<file path="src/ets_pkg.sv">
// Constants shared by the two-channel edge time stamp block
package ets_pkg;
    localparam int unsigned CLK_MHZ       = 200;
    localparam int unsigned NUM_CH        = 2;
    localparam int unsigned ENTRIES_SMALL = 5;
    localparam int unsigned ENTRIES_MAX   = 15;
    localparam int unsigned ENTRY_BYTES   = 4;
    localparam int unsigned CNT_W         = 20;
    localparam int unsigned AREA_IDX_W    = 6;

    // Parameter record layout
    localparam logic [7:0] SET_DIAG_SHORT = 8'h00;
    localparam logic [7:0] SET_CHAN       = 8'h01;
    localparam logic [7:0] SET_LEN        = 8'h02;
    localparam logic [7:0] SET_EDGE       = 8'h80;
    localparam logic [7:0] IDX_FIRST      = 8'h00;
    localparam logic [7:0] IDX_SECOND     = 8'h01;

    // Fixed lengths and edge select reset values
    localparam logic [7:0] IN_LEN_SMALL   = 8'h14;
    localparam logic [7:0] IN_LEN_LARGE   = 8'h3C;
    localparam logic [7:0] OUT_LEN        = 8'h00;
    localparam logic [7:0] EDGE_RESET     = 8'h00;
    localparam logic [1:0] EDGE_MASK_RST  = 2'h0;

    // Filter codes and times
    localparam logic [7:0] CODE_2US       = 8'h00;
    localparam logic [7:0] CODE_4US       = 8'h02;
    localparam logic [7:0] CODE_12US      = 8'h04;
    localparam logic [7:0] CODE_86US      = 8'h07;
    localparam logic [7:0] CODE_342US     = 8'h09;
    localparam logic [7:0] CODE_2731US    = 8'h0C;
    localparam logic [7:0] CODE_DEFAULT   = CODE_4US;
    localparam int unsigned T_2US         = 2;
    localparam int unsigned T_4US         = 4;
    localparam int unsigned T_12US        = 12;
    localparam int unsigned T_86US        = 86;
    localparam int unsigned T_342US       = 342;
    localparam int unsigned T_2731US      = 2731;
    localparam int unsigned CYC_2US       = T_2US * CLK_MHZ;
    localparam int unsigned CYC_4US       = T_4US * CLK_MHZ;
    localparam int unsigned CYC_12US      = T_12US * CLK_MHZ;
    localparam int unsigned CYC_86US      = T_86US * CLK_MHZ;
    localparam int unsigned CYC_342US     = T_342US * CLK_MHZ;
    localparam int unsigned CYC_2731US    = T_2731US * CLK_MHZ;

    // Diagnostic record layout
    localparam logic [7:0] DIAG_MODULE_CLASS = 8'h1F;
    localparam logic [7:0] DIAG_CHAN_KIND    = 8'h70;
    localparam logic [7:0] DIAG_BITS_PER_CH  = 8'h00;
    localparam logic [7:0] DIAG_NUM_CH       = 8'h02;
    localparam logic [7:0] DIAG_RSVD         = 8'h00;
    localparam logic [7:0] DIAG_IDX_CLASS    = 8'h01;
    localparam logic [7:0] DIAG_IDX_KIND     = 8'h04;
    localparam logic [7:0] DIAG_IDX_BITS     = 8'h05;
    localparam logic [7:0] DIAG_IDX_CHANS    = 8'h06;
    localparam logic [7:0] DIAG_IDX_STAMP    = 8'h10;
    localparam logic [7:0] DIAG_SHORT_LEN    = 8'h04;
    localparam logic [7:0] DIAG_LEN          = 8'h14;

    // Entry byte positions
    localparam logic [1:0] ENT_STATE  = 2'h0;
    localparam logic [1:0] ENT_SEQ    = 2'h1;
    localparam logic [1:0] ENT_US_LO  = 2'h2;
endpackage : ets_pkg

</file>
<file path="src/filt_if.sv">
// Carrier between the top and one input delay filter
interface filt_if;
    logic       raw;
    logic [7:0] code;
    logic       filt;
    modport ctrl (output raw, output code, input filt);
    modport filter (input raw, input code, output filt);
endinterface : filt_if

</file>
<file path="src/edge_time_stamp.sv">
// Two-channel edge time stamp block with records and input area
//////////////////////////////////////////////////////////////////////////////////////////////
// How it works
// Small variant shows twenty input bytes, at most five entries.
// Large variant shows sixty input bytes, at most fifteen entries.
// Input length reads 14h or 3Ch per variant; writes refused.
// Output length always reads zero; no output data used.
// Filter codes select 2 to 2731 us; default 02h; others rejected.
// Rise select byte bits 0 and 1 enable capture per channel.
// Fall select byte bits 0 and 1 enable capture; both default zero.
// Each enabled edge records ticker value and both input states.
// New entry lands at offset 0; older entries move up four bytes.
// When full, inserting drops the oldest entry for good.
// Host sends length record only while the system is stopped.
// No interrupts; diagnostic record is read-only information.
// Short diagnostic record returns only the first four bytes.
// Module information byte reads class 1111b plus info flag.
// Channel kind byte reads 70h, bit 7 zero.
// Diagnostic bits per channel byte reads zero.
// Partner must supply the microsecond ticker value.
// Diagnostic stamp holds ticker captured when diagnostics were generated.
// Channel count byte reads two.
// Edges are detected on the filtered inputs.
// Simultaneous edges insert one entry each, channel 0 first.
module edge_time_stamp #(
    parameter bit          LARGE_VARIANT = 1'b0,
    parameter int unsigned CYC_86        = ets_pkg::CYC_86US,
    parameter int unsigned CYC_342       = ets_pkg::CYC_342US,
    parameter int unsigned CYC_2731      = ets_pkg::CYC_2731US
) (
    input  wire logic        I_CLK,
    input  wire logic        I_RST,
    input  wire logic [1:0]  I_DIN,
    input  wire logic [31:0] I_US_TICKER,
    input  wire logic        I_REC_WR,
    input  wire logic        I_REC_RD,
    input  wire logic [7:0]  I_REC_SET,
    input  wire logic [7:0]  I_REC_IDX,
    input  wire logic [7:0]  I_REC_WDATA,
    input  wire logic [5:0]  I_AREA_IDX,
    output logic      [7:0]  O_REC_RDATA,
    output logic             O_REC_ERR,
    output logic      [7:0]  O_AREA_DATA,
    output logic      [1:0]  O_DIN_FILT
);

    // Variant sets depth and length
    localparam int unsigned DEPTH = LARGE_VARIANT ? ets_pkg::ENTRIES_MAX
                                                  : ets_pkg::ENTRIES_SMALL;
    localparam logic [7:0]  IN_LEN = LARGE_VARIANT ? ets_pkg::IN_LEN_LARGE
                                                   : ets_pkg::IN_LEN_SMALL;

    //////////////////////////////////////////////////////////////////////////////////////////
    // Input filters

    filt_if                 fif [ets_pkg::NUM_CH] ();
    logic [7:0]             code_q [ets_pkg::NUM_CH];
    logic [7:0]             code_d [ets_pkg::NUM_CH];
    logic [1:0]             filt;
    logic [1:0]             filt_prev_q;

    // One filter per channel, fed by its own delay code
    for (genvar c = 0; c < ets_pkg::NUM_CH; c++) begin : g_ch
        assign fif[c].raw  = I_DIN[c];
        assign fif[c].code = code_q[c];
        assign filt[c]     = fif[c].filt;
        input_delay_filter #(
            .CYC_86   (CYC_86),
            .CYC_342  (CYC_342),
            .CYC_2731 (CYC_2731)
        ) u_filt (
            .I_CLK (I_CLK),
            .I_RST (I_RST),
            .port  (fif[c])
        );
    end

    //////////////////////////////////////////////////////////////////////////////////////////
    // Parameter state

    logic [1:0]             rise_en_q, rise_en_d;
    logic [1:0]             fall_en_q, fall_en_d;
    logic                   rec_err_d, rec_err_q;
    logic                   code_ok;

    // Only the six listed delay codes are accepted
    always_comb begin
        case (I_REC_WDATA)
            ets_pkg::CODE_2US,
            ets_pkg::CODE_4US,
            ets_pkg::CODE_12US,
            ets_pkg::CODE_86US,
            ets_pkg::CODE_342US,
            ets_pkg::CODE_2731US: code_ok = 1'b1;
            default: code_ok = 1'b0;
        endcase
    end

    // Record writes; length record writes are refused since both lengths are fixed
    always_comb begin
        code_d    = code_q;
        rise_en_d = rise_en_q;
        fall_en_d = fall_en_q;
        rec_err_d = 1'b0;
        if (I_REC_WR) begin
            if (I_REC_SET == ets_pkg::SET_CHAN && I_REC_IDX < 8'(ets_pkg::NUM_CH)) begin
                if (code_ok) begin
                    code_d[I_REC_IDX[0]] = I_REC_WDATA;
                end else begin
                    rec_err_d = 1'b1;
                end
            end else if (I_REC_SET == ets_pkg::SET_EDGE && I_REC_IDX == ets_pkg::IDX_FIRST) begin
                rise_en_d = I_REC_WDATA[1:0];
            end else if (I_REC_SET == ets_pkg::SET_EDGE && I_REC_IDX == ets_pkg::IDX_SECOND) begin
                fall_en_d = I_REC_WDATA[1:0];
            end else begin
                rec_err_d = 1'b1;
            end
        end
    end

    // Parameter registers
    always_ff @(posedge I_CLK) begin
        if (I_RST) begin
            code_q    <= '{default: ets_pkg::CODE_DEFAULT};
            rise_en_q <= ets_pkg::EDGE_MASK_RST;
            fall_en_q <= ets_pkg::EDGE_MASK_RST;
            rec_err_q <= 1'b0;
        end else begin
            code_q    <= code_d;
            rise_en_q <= rise_en_d;
            fall_en_q <= fall_en_d;
            rec_err_q <= rec_err_d;
        end
    end

    //////////////////////////////////////////////////////////////////////////////////////////
    // Edge capture and entry shift buffer

    logic [31:0]            ent_q [ets_pkg::ENTRIES_MAX];
    logic [31:0]            ent_d [ets_pkg::ENTRIES_MAX];
    logic [3:0]             count_q, count_d;
    logic [7:0]             seq_q, seq_d;
    logic [1:0]             hit;
    logic [31:0]            new0, new1;
    logic [4:0]             sum2;

    // Edges come from the filtered levels so glitches never stamp
    always_comb begin
        for (int c = 0; c < ets_pkg::NUM_CH; c++) begin
            hit[c] = (rise_en_q[c] & filt[c] & ~filt_prev_q[c])
                   | (fall_en_q[c] & ~filt[c] & filt_prev_q[c]);
        end
    end

    // Entry: input states, sequence number, low half of the ticker
    assign new0 = {I_US_TICKER[15:0], seq_q, 6'h00, filt};
    assign new1 = {I_US_TICKER[15:0], seq_q + 8'h01, 6'h00, filt};
    // Widened so the large buffer count cannot wrap
    assign sum2 = {1'b0, count_q} + 5'h02;

    // Insert at the front; the tail falls off when full, one slot per entry
    always_comb begin
        ent_d   = ent_q;
        count_d = count_q;
        seq_d   = seq_q;
        case (hit)
            2'b01, 2'b10: begin
                ent_d[0] = new0;
                for (int i = 1; i < ets_pkg::ENTRIES_MAX; i++) begin
                    ent_d[i] = ent_q[i-1];
                end
                count_d = (count_q >= 4'(DEPTH)) ? 4'(DEPTH) : count_q + 4'h1;
                seq_d   = seq_q + 8'h01;
            end
            2'b11: begin
                // Channel 0 first: one slot deeper
                ent_d[0] = new1;
                ent_d[1] = new0;
                for (int i = 2; i < ets_pkg::ENTRIES_MAX; i++) begin
                    ent_d[i] = ent_q[i-2];
                end
                count_d = (sum2 >= 5'(DEPTH)) ? 4'(DEPTH) : sum2[3:0];
                seq_d   = seq_q + 8'h02;
            end
            default: begin
                ent_d = ent_q;
            end
        endcase
    end

    // Buffer registers
    always_ff @(posedge I_CLK) begin
        if (I_RST) begin
            ent_q       <= '{default: 32'h0000_0000};
            count_q     <= 4'h0;
            seq_q       <= 8'h00;
            filt_prev_q <= 2'h0;
        end else begin
            ent_q       <= ent_d;
            count_q     <= count_d;
            seq_q       <= seq_d;
            filt_prev_q <= filt;
        end
    end

    //////////////////////////////////////////////////////////////////////////////////////////
    // Input area read port

    logic [7:0]             area_d, area_q;
    logic [3:0]             slot;

    // Four bytes per entry
    assign slot = 4'(I_AREA_IDX >> 2);

    // Bytes past the variant length or of empty slots read zero
    always_comb begin
        area_d = 8'h00;
        if (8'(I_AREA_IDX) < IN_LEN && slot < count_q) begin
            case (I_AREA_IDX[1:0])
                ets_pkg::ENT_STATE: area_d = ent_q[slot][7:0];
                ets_pkg::ENT_SEQ:   area_d = ent_q[slot][15:8];
                ets_pkg::ENT_US_LO: area_d = ent_q[slot][23:16];
                default:            area_d = ent_q[slot][31:24];
            endcase
        end
    end

    //////////////////////////////////////////////////////////////////////////////////////////
    // Record read port

    logic [7:0]             rd_d, rd_q;
    logic [31:0]            stamp_q, stamp_d;
    logic                   diag_gen;

    // Diagnostics are generated when the first byte of either diag record is read
    assign diag_gen = I_REC_RD && I_REC_IDX == ets_pkg::IDX_FIRST &&
                      (I_REC_SET == ets_pkg::SET_CHAN ||
                       I_REC_SET == ets_pkg::SET_DIAG_SHORT);
    assign stamp_d  = diag_gen ? I_US_TICKER : stamp_q;

    // Set 01h reads as diagnostics; writes to it carry filter codes instead
    always_comb begin
        rd_d = rd_q;
        if (I_REC_RD) begin
            rd_d = ets_pkg::DIAG_RSVD;
            case (I_REC_SET)
                ets_pkg::SET_LEN: begin
                    if (I_REC_IDX == ets_pkg::IDX_FIRST) begin
                        rd_d = IN_LEN;
                    end else begin
                        rd_d = ets_pkg::OUT_LEN;
                    end
                end
                ets_pkg::SET_EDGE: begin
                    if (I_REC_IDX == ets_pkg::IDX_FIRST) begin
                        rd_d = {6'h00, rise_en_q};
                    end else begin
                        rd_d = {6'h00, fall_en_q};
                    end
                end
                ets_pkg::SET_CHAN, ets_pkg::SET_DIAG_SHORT: begin
                    if (I_REC_SET == ets_pkg::SET_DIAG_SHORT &&
                        I_REC_IDX >= ets_pkg::DIAG_SHORT_LEN) begin
                        rd_d = ets_pkg::DIAG_RSVD;
                    end else if (I_REC_IDX == ets_pkg::DIAG_IDX_CLASS) begin
                        rd_d = ets_pkg::DIAG_MODULE_CLASS;
                    end else if (I_REC_IDX == ets_pkg::DIAG_IDX_KIND) begin
                        rd_d = ets_pkg::DIAG_CHAN_KIND;
                    end else if (I_REC_IDX == ets_pkg::DIAG_IDX_BITS) begin
                        rd_d = ets_pkg::DIAG_BITS_PER_CH;
                    end else if (I_REC_IDX == ets_pkg::DIAG_IDX_CHANS) begin
                        rd_d = ets_pkg::DIAG_NUM_CH;
                    end else if (I_REC_IDX >= ets_pkg::DIAG_IDX_STAMP &&
                                 I_REC_IDX < ets_pkg::DIAG_LEN) begin
                        rd_d = stamp_q[8*I_REC_IDX[1:0] +: 8];
                    end
                end
                default: rd_d = ets_pkg::DIAG_RSVD;
            endcase
        end
    end

    // Output registers
    always_ff @(posedge I_CLK) begin
        if (I_RST) begin
            rd_q    <= 8'h00;
            area_q  <= 8'h00;
            stamp_q <= 32'h0000_0000;
        end else begin
            rd_q    <= rd_d;
            area_q  <= area_d;
            stamp_q <= stamp_d;
        end
    end

    // No interrupt output exists; diagnostics are reached only by reading
    assign O_REC_RDATA = rd_q;
    assign O_REC_ERR   = rec_err_q;
    assign O_AREA_DATA = area_q;
    assign O_DIN_FILT  = filt;

endmodule : edge_time_stamp

</file>
<file path="src/input_delay_filter.sv">
// Input delay filter for one channel
module input_delay_filter #(
    parameter int unsigned CYC_86    = ets_pkg::CYC_86US,
    parameter int unsigned CYC_342   = ets_pkg::CYC_342US,
    parameter int unsigned CYC_2731  = ets_pkg::CYC_2731US
) (
    input  wire logic I_CLK,
    input  wire logic I_RST,
    filt_if.filter    port
);
    logic [ets_pkg::CNT_W-1:0] cnt_q, cnt_d, limit;
    logic                      filt_q, filt_d;

    // Code to hold time; an unknown code falls back to the default time
    always_comb begin
        case (port.code)
            ets_pkg::CODE_2US:    limit = ets_pkg::CNT_W'(ets_pkg::CYC_2US);
            ets_pkg::CODE_12US:   limit = ets_pkg::CNT_W'(ets_pkg::CYC_12US);
            ets_pkg::CODE_86US:   limit = ets_pkg::CNT_W'(CYC_86);
            ets_pkg::CODE_342US:  limit = ets_pkg::CNT_W'(CYC_342);
            ets_pkg::CODE_2731US: limit = ets_pkg::CNT_W'(CYC_2731);
            default:              limit = ets_pkg::CNT_W'(ets_pkg::CYC_4US);
        endcase
    end

    // A level must stand for the full hold time before it passes; glitches restart it
    always_comb begin
        cnt_d  = '0;
        filt_d = filt_q;
        if (port.raw != filt_q) begin
            if (cnt_q + 1'b1 >= limit) begin
                filt_d = port.raw;
            end else begin
                cnt_d = cnt_q + 1'b1;
            end
        end
    end

    always_ff @(posedge I_CLK) begin
        if (I_RST) begin
            cnt_q  <= '0;
            filt_q <= 1'b0;
        end else begin
            cnt_q  <= cnt_d;
            filt_q <= filt_d;
        end
    end

    assign port.filt = filt_q;
endmodule : input_delay_filter

</file>
<file path="config.mk">
export PLATFORM = sky130hd
export DESIGN_NAME = edge_time_stamp
export DESIGN_NICKNAME = d
export VERILOG_FILES = /design/src/ets_pkg.sv /design/src/filt_if.sv /design/src/edge_time_stamp.sv /design/src/input_delay_filter.sv
export SDC_FILE = /design/constraint.sdc
export NUM_CORES = 1
export LEC_CHECK = 0
export BUFFER_PORTS_ARGS = -buffer_cell sky130_fd_sc_hd__clkbuf_2
export CORE_UTILIZATION = 45
export DETAILED_ROUTE_END_ITERATION = 10
export PLACE_DENSITY_LB_ADDON = 0.1
export SYNTH_ARGS = -nofsm -noshare
export SYNTH_HDL_FRONTEND = slang
export SYNTH_SLANG_ARGS = --single-unit
</file>
<file path="constraint.sdc">
create_clock -name I_CLK -period 3.8 [get_ports I_CLK]
set_input_delay 0.38 -clock I_CLK [delete_from_list [all_inputs] [get_ports I_CLK]]
set_output_delay 0.38 -clock I_CLK [all_outputs]
set_load 0.02 [all_outputs]
</file>
==> impl_metrics.tcl <==
set metrics [dict create \
    status "completed" \
    cts.sinks 494 \
    max_freq_ghz 0.276 \
    cts_tree "done" \
    synth_nets 3110 \
    design_area_sq_mm 0.0289 \
    syn_area_sq_mm 0.0256 \
    die_y_microns 241 \
    antenna_found_initial 3 \
    synth_largest_area_cell "dfxtp_1" \
    crit_path_frequent_cell "ha_1" \
    end_kind "register" \
    postPlaceCellArea_sq_mm 0.0268 \
    die_w_microns 241 \
    yosysTopAreaCellShare_pct 38.6 \
    crit_chain "ha_1 -> nand4_1 -> nor2_1 -> xor2_1 -> ha_1 -> a21o_1 -> a211oi_1 -> o31ai_1 -> a2111o_1 -> a2111o_2 -> buf_4 -> nor2_2" \
    hold_viol 0 \
    swShare_pct 21.2 \
    startpoint_type "register" \
    pwr-share-comb_pct 3.4 \
    finalCriticalPeriod_ps 3630 \
    critical_path_class "reg -> reg" \
    drcViolationCount 0 \
    crit_family "compound AO/OA/AOI/OAI gates" \
    maxCapViolations 0 \
    syn_area_per_cell_sq_um 8.53 \
    synth_cells 3004 \
    vias_per_cell 5.39 \
    yosysWarnings 0 \
    p_leak_nw 9.51 \
    setup_ws_ps 172 \
    firstDrtPassIters 5 \
    crit_slowest_cell "a2111o_2" \
    fill_cells 5330 \
    first_global_vias 18900 \
    path_clk_slew_ps 60 \
    ios 87 \
    htree_levels 2 \
    overflow 0 \
    clock_path_buffers 3 \
    vdd_drop_max_mv 0.314 \
    routedWlPerCell_microns 15.9 \
    holdCritPathClass "in -> reg" \
    wl_microns 60000 \
    grt_max_degree 174 \
    pwr-share-seq_pct 45.3 \
    cp_slowest_stage_delay_ps 640 \
    grt_pass1_wl_microns 98300 \
    cts_buffers 56 \
    start_util_pct 45.5 \
    slew_headroom_pct 39.6 \
    row_count 87 \
    p_clk_share_pct 51.2 \
    maxSlewViolCount 0 \
    place_ws_ps 139 \
    synthFlopType "dfxtp_1" \
    cp.buffers_inverters 1 \
    grt_usage_pct 20.8 \
    synth_cell_types 64 \
    worstPathMaxFanout 14 \
    synth_area_leaders "dfxtp_1, mux2i_1, nor2_1" \
    drt_iter0_drc 1073 \
    yosysSeqAreaShare_pct 38.6 \
    core_area_sq_mm 0.0563 \
    switching_power_mw 2.43 \
    root_buffer "clkbuf_16" \
    worstPathRequired_ps 4340 \
    hold_ws_ps 34.5 \
    powerDensity_mw_per_mm2 396 \
    io_buffers 86 \
    post-dp-hpwl_microns 38900 \
    skew_ps 13.3 \
    die_area_sq_mm 0.0579 \
    clk_latency_ps 600 \
    critPathArrivalTime_ps 4170 \
    p_int_mw 9.01 \
    worstMarginPinSlew_ps 906 \
    ant_nets 0 \
    layout-drive-gt1-share_pct 12.1 \
    gp_congestion 0.822 \
    area_growth_pct 12.8 \
    ys_async_sr_fraction_pct 0 \
    final_nets 3086 \
    post-route-period-util_pct 95.5 \
    setup_violations 0 \
    final_core_util_pct 51.4 \
    synth-edff-count 0 \
    vias 20400 \
    ys_ff_latch 494 \
]
## state kept, by name (all words and copies together) (netlist names), 4 cells and up
| register | count |
|---|---|
| O_AREA_DATA | 8 |
| O_REC_RDATA | 8 |
| count_q | 4 |
| ent_q | 369 |
| fif.code | 16 |
| g_ch.u_filt.cnt_q | 40 |
| seq_q | 8 |
| stamp_q | 32 |
## tightest hold or removal path: stages
cell	delay [ps]
clkbuf_2	80
nand2_1	60
a21oi_1	60
## kinds of logic after synthesis
group,synth area share (%)
buf+inv,4.01
simple gates,18.0
flops,38.6
fa+ha+maj,1.89
xor+xnor,1.64
compound gates,11.3
mux,24.6
## power groups by stage
| stage | clock [mW] | sequential, mW | combinational [mW] |
|---|---|---|---|
| after CTS | 6.04 | 5.18 | 0.396 |
| after global placement | 0 | 5.30 | 0.386 |
| after detailed placement | 0 | 5.30 | 0.387 |
| after global routing | 6.26 | 5.18 | 0.423 |
| after floorplan | 0 | 5.30 | 0.223 |
| final | 5.86 | 5.19 | 0.390 |
## cells in the mapped netlist, drive strengths merged (19+ instances only)
master and instances:
nand2 133, dfxtp 494, xnor2 29, clkbuf 171, o21ai 47, mux2i 409, nor2b 46, a21oi 430
buf 66, nor2 787, mux4 91, ha 38, nor3 23, nand3 31, xor2 19, inv 28
## repair_timing
item / 4_1_cts / 5_1_grt
setup buffers: 0 / 1
gates resized for setup: 0 / 4
hold endpoints to repair: 10 / 0
setup endpoints to repair: 0 / 17
hold buffers: 10 / 0
## worst paths after layout
check                                          start                                  to  slack, ps  cells past startpoint
hold / removal                       I_US_TICKER[20]            stamp_q[20]$_SDFFE_PP0P_         30                      3
hold reg to reg              stamp_q[9]$_SDFFE_PP0P_             stamp_q[9]$_SDFFE_PP0P_        450                      2
setup / recovery  g_ch[1].u_filt.cnt_q[0]$_SDFF_PP0_  g_ch[1].u_filt.cnt_q[2]$_SDFF_PP0_        170                     12
setup reg to reg  g_ch[1].u_filt.cnt_q[0]$_SDFF_PP0_  g_ch[1].u_filt.cnt_q[2]$_SDFF_PP0_        170                     12
## layout by cell type (no fill, tap or decap), types with 14 or more instances in the layout
master	instances
a211oi_1	18
a21oi_1	430
buf_12	16
buf_4	46
clkbuf_16	57
clkbuf_2	82
clkbuf_8	15
dfxtp_1	494
ha_1	36
inv_1	28
mux2_2	14
mux2i_1	409
mux4_2	91
nand2_1	133
nand3_1	30
nand4_1	14
nor2_1	784
nor2b_1	41
nor3_1	21
o21ai_0	46
xnor2_1	29
xor2_1	19
## layout make-up
type                       count  area (sq um)  area share (%)
tap                          756           946            3.27
antenna                        1          2.50         0.00866
multi-input combinational   2245         14800            51.0
sequential                   494          9890            34.2
clock buffer                  80          1660            5.75
clock inverter                21           364            1.26
inverter                      28           105           0.364
timing repair buffer         155          1190            4.12
## layer usage
| metal | up-vias | global-route usage, % | part of all wire (%) |
|---|---|---|---|
| met5 | - | 0 | 0.022 |
| met3 | 99 | 3.32 | 3.9 |
| met4 | 2 | 7.33 | 2.9 |
| met1 | 9618 | 27.8 | 47 |
| met2 | 286 | 34.0 | 46 |
| li1 | 10400 | - | - |
## through the flow
| step | power (mW) | setup TNS (ps) | std cells |
|---|---|---|---|
| finish | 11.4 | 0 | 3780 |
| global route | 11.9 | -11.8 | 3779 |
| CTS | 11.6 | 0 | 3778 |
| detailed placement | 5.69 | 0 | 3667 |
| global placement | 5.68 | 0 | 3667 |
| floorplan | 5.52 | 0 | 3004 |
No activity file was read; power rests on OpenSTA's default activity.
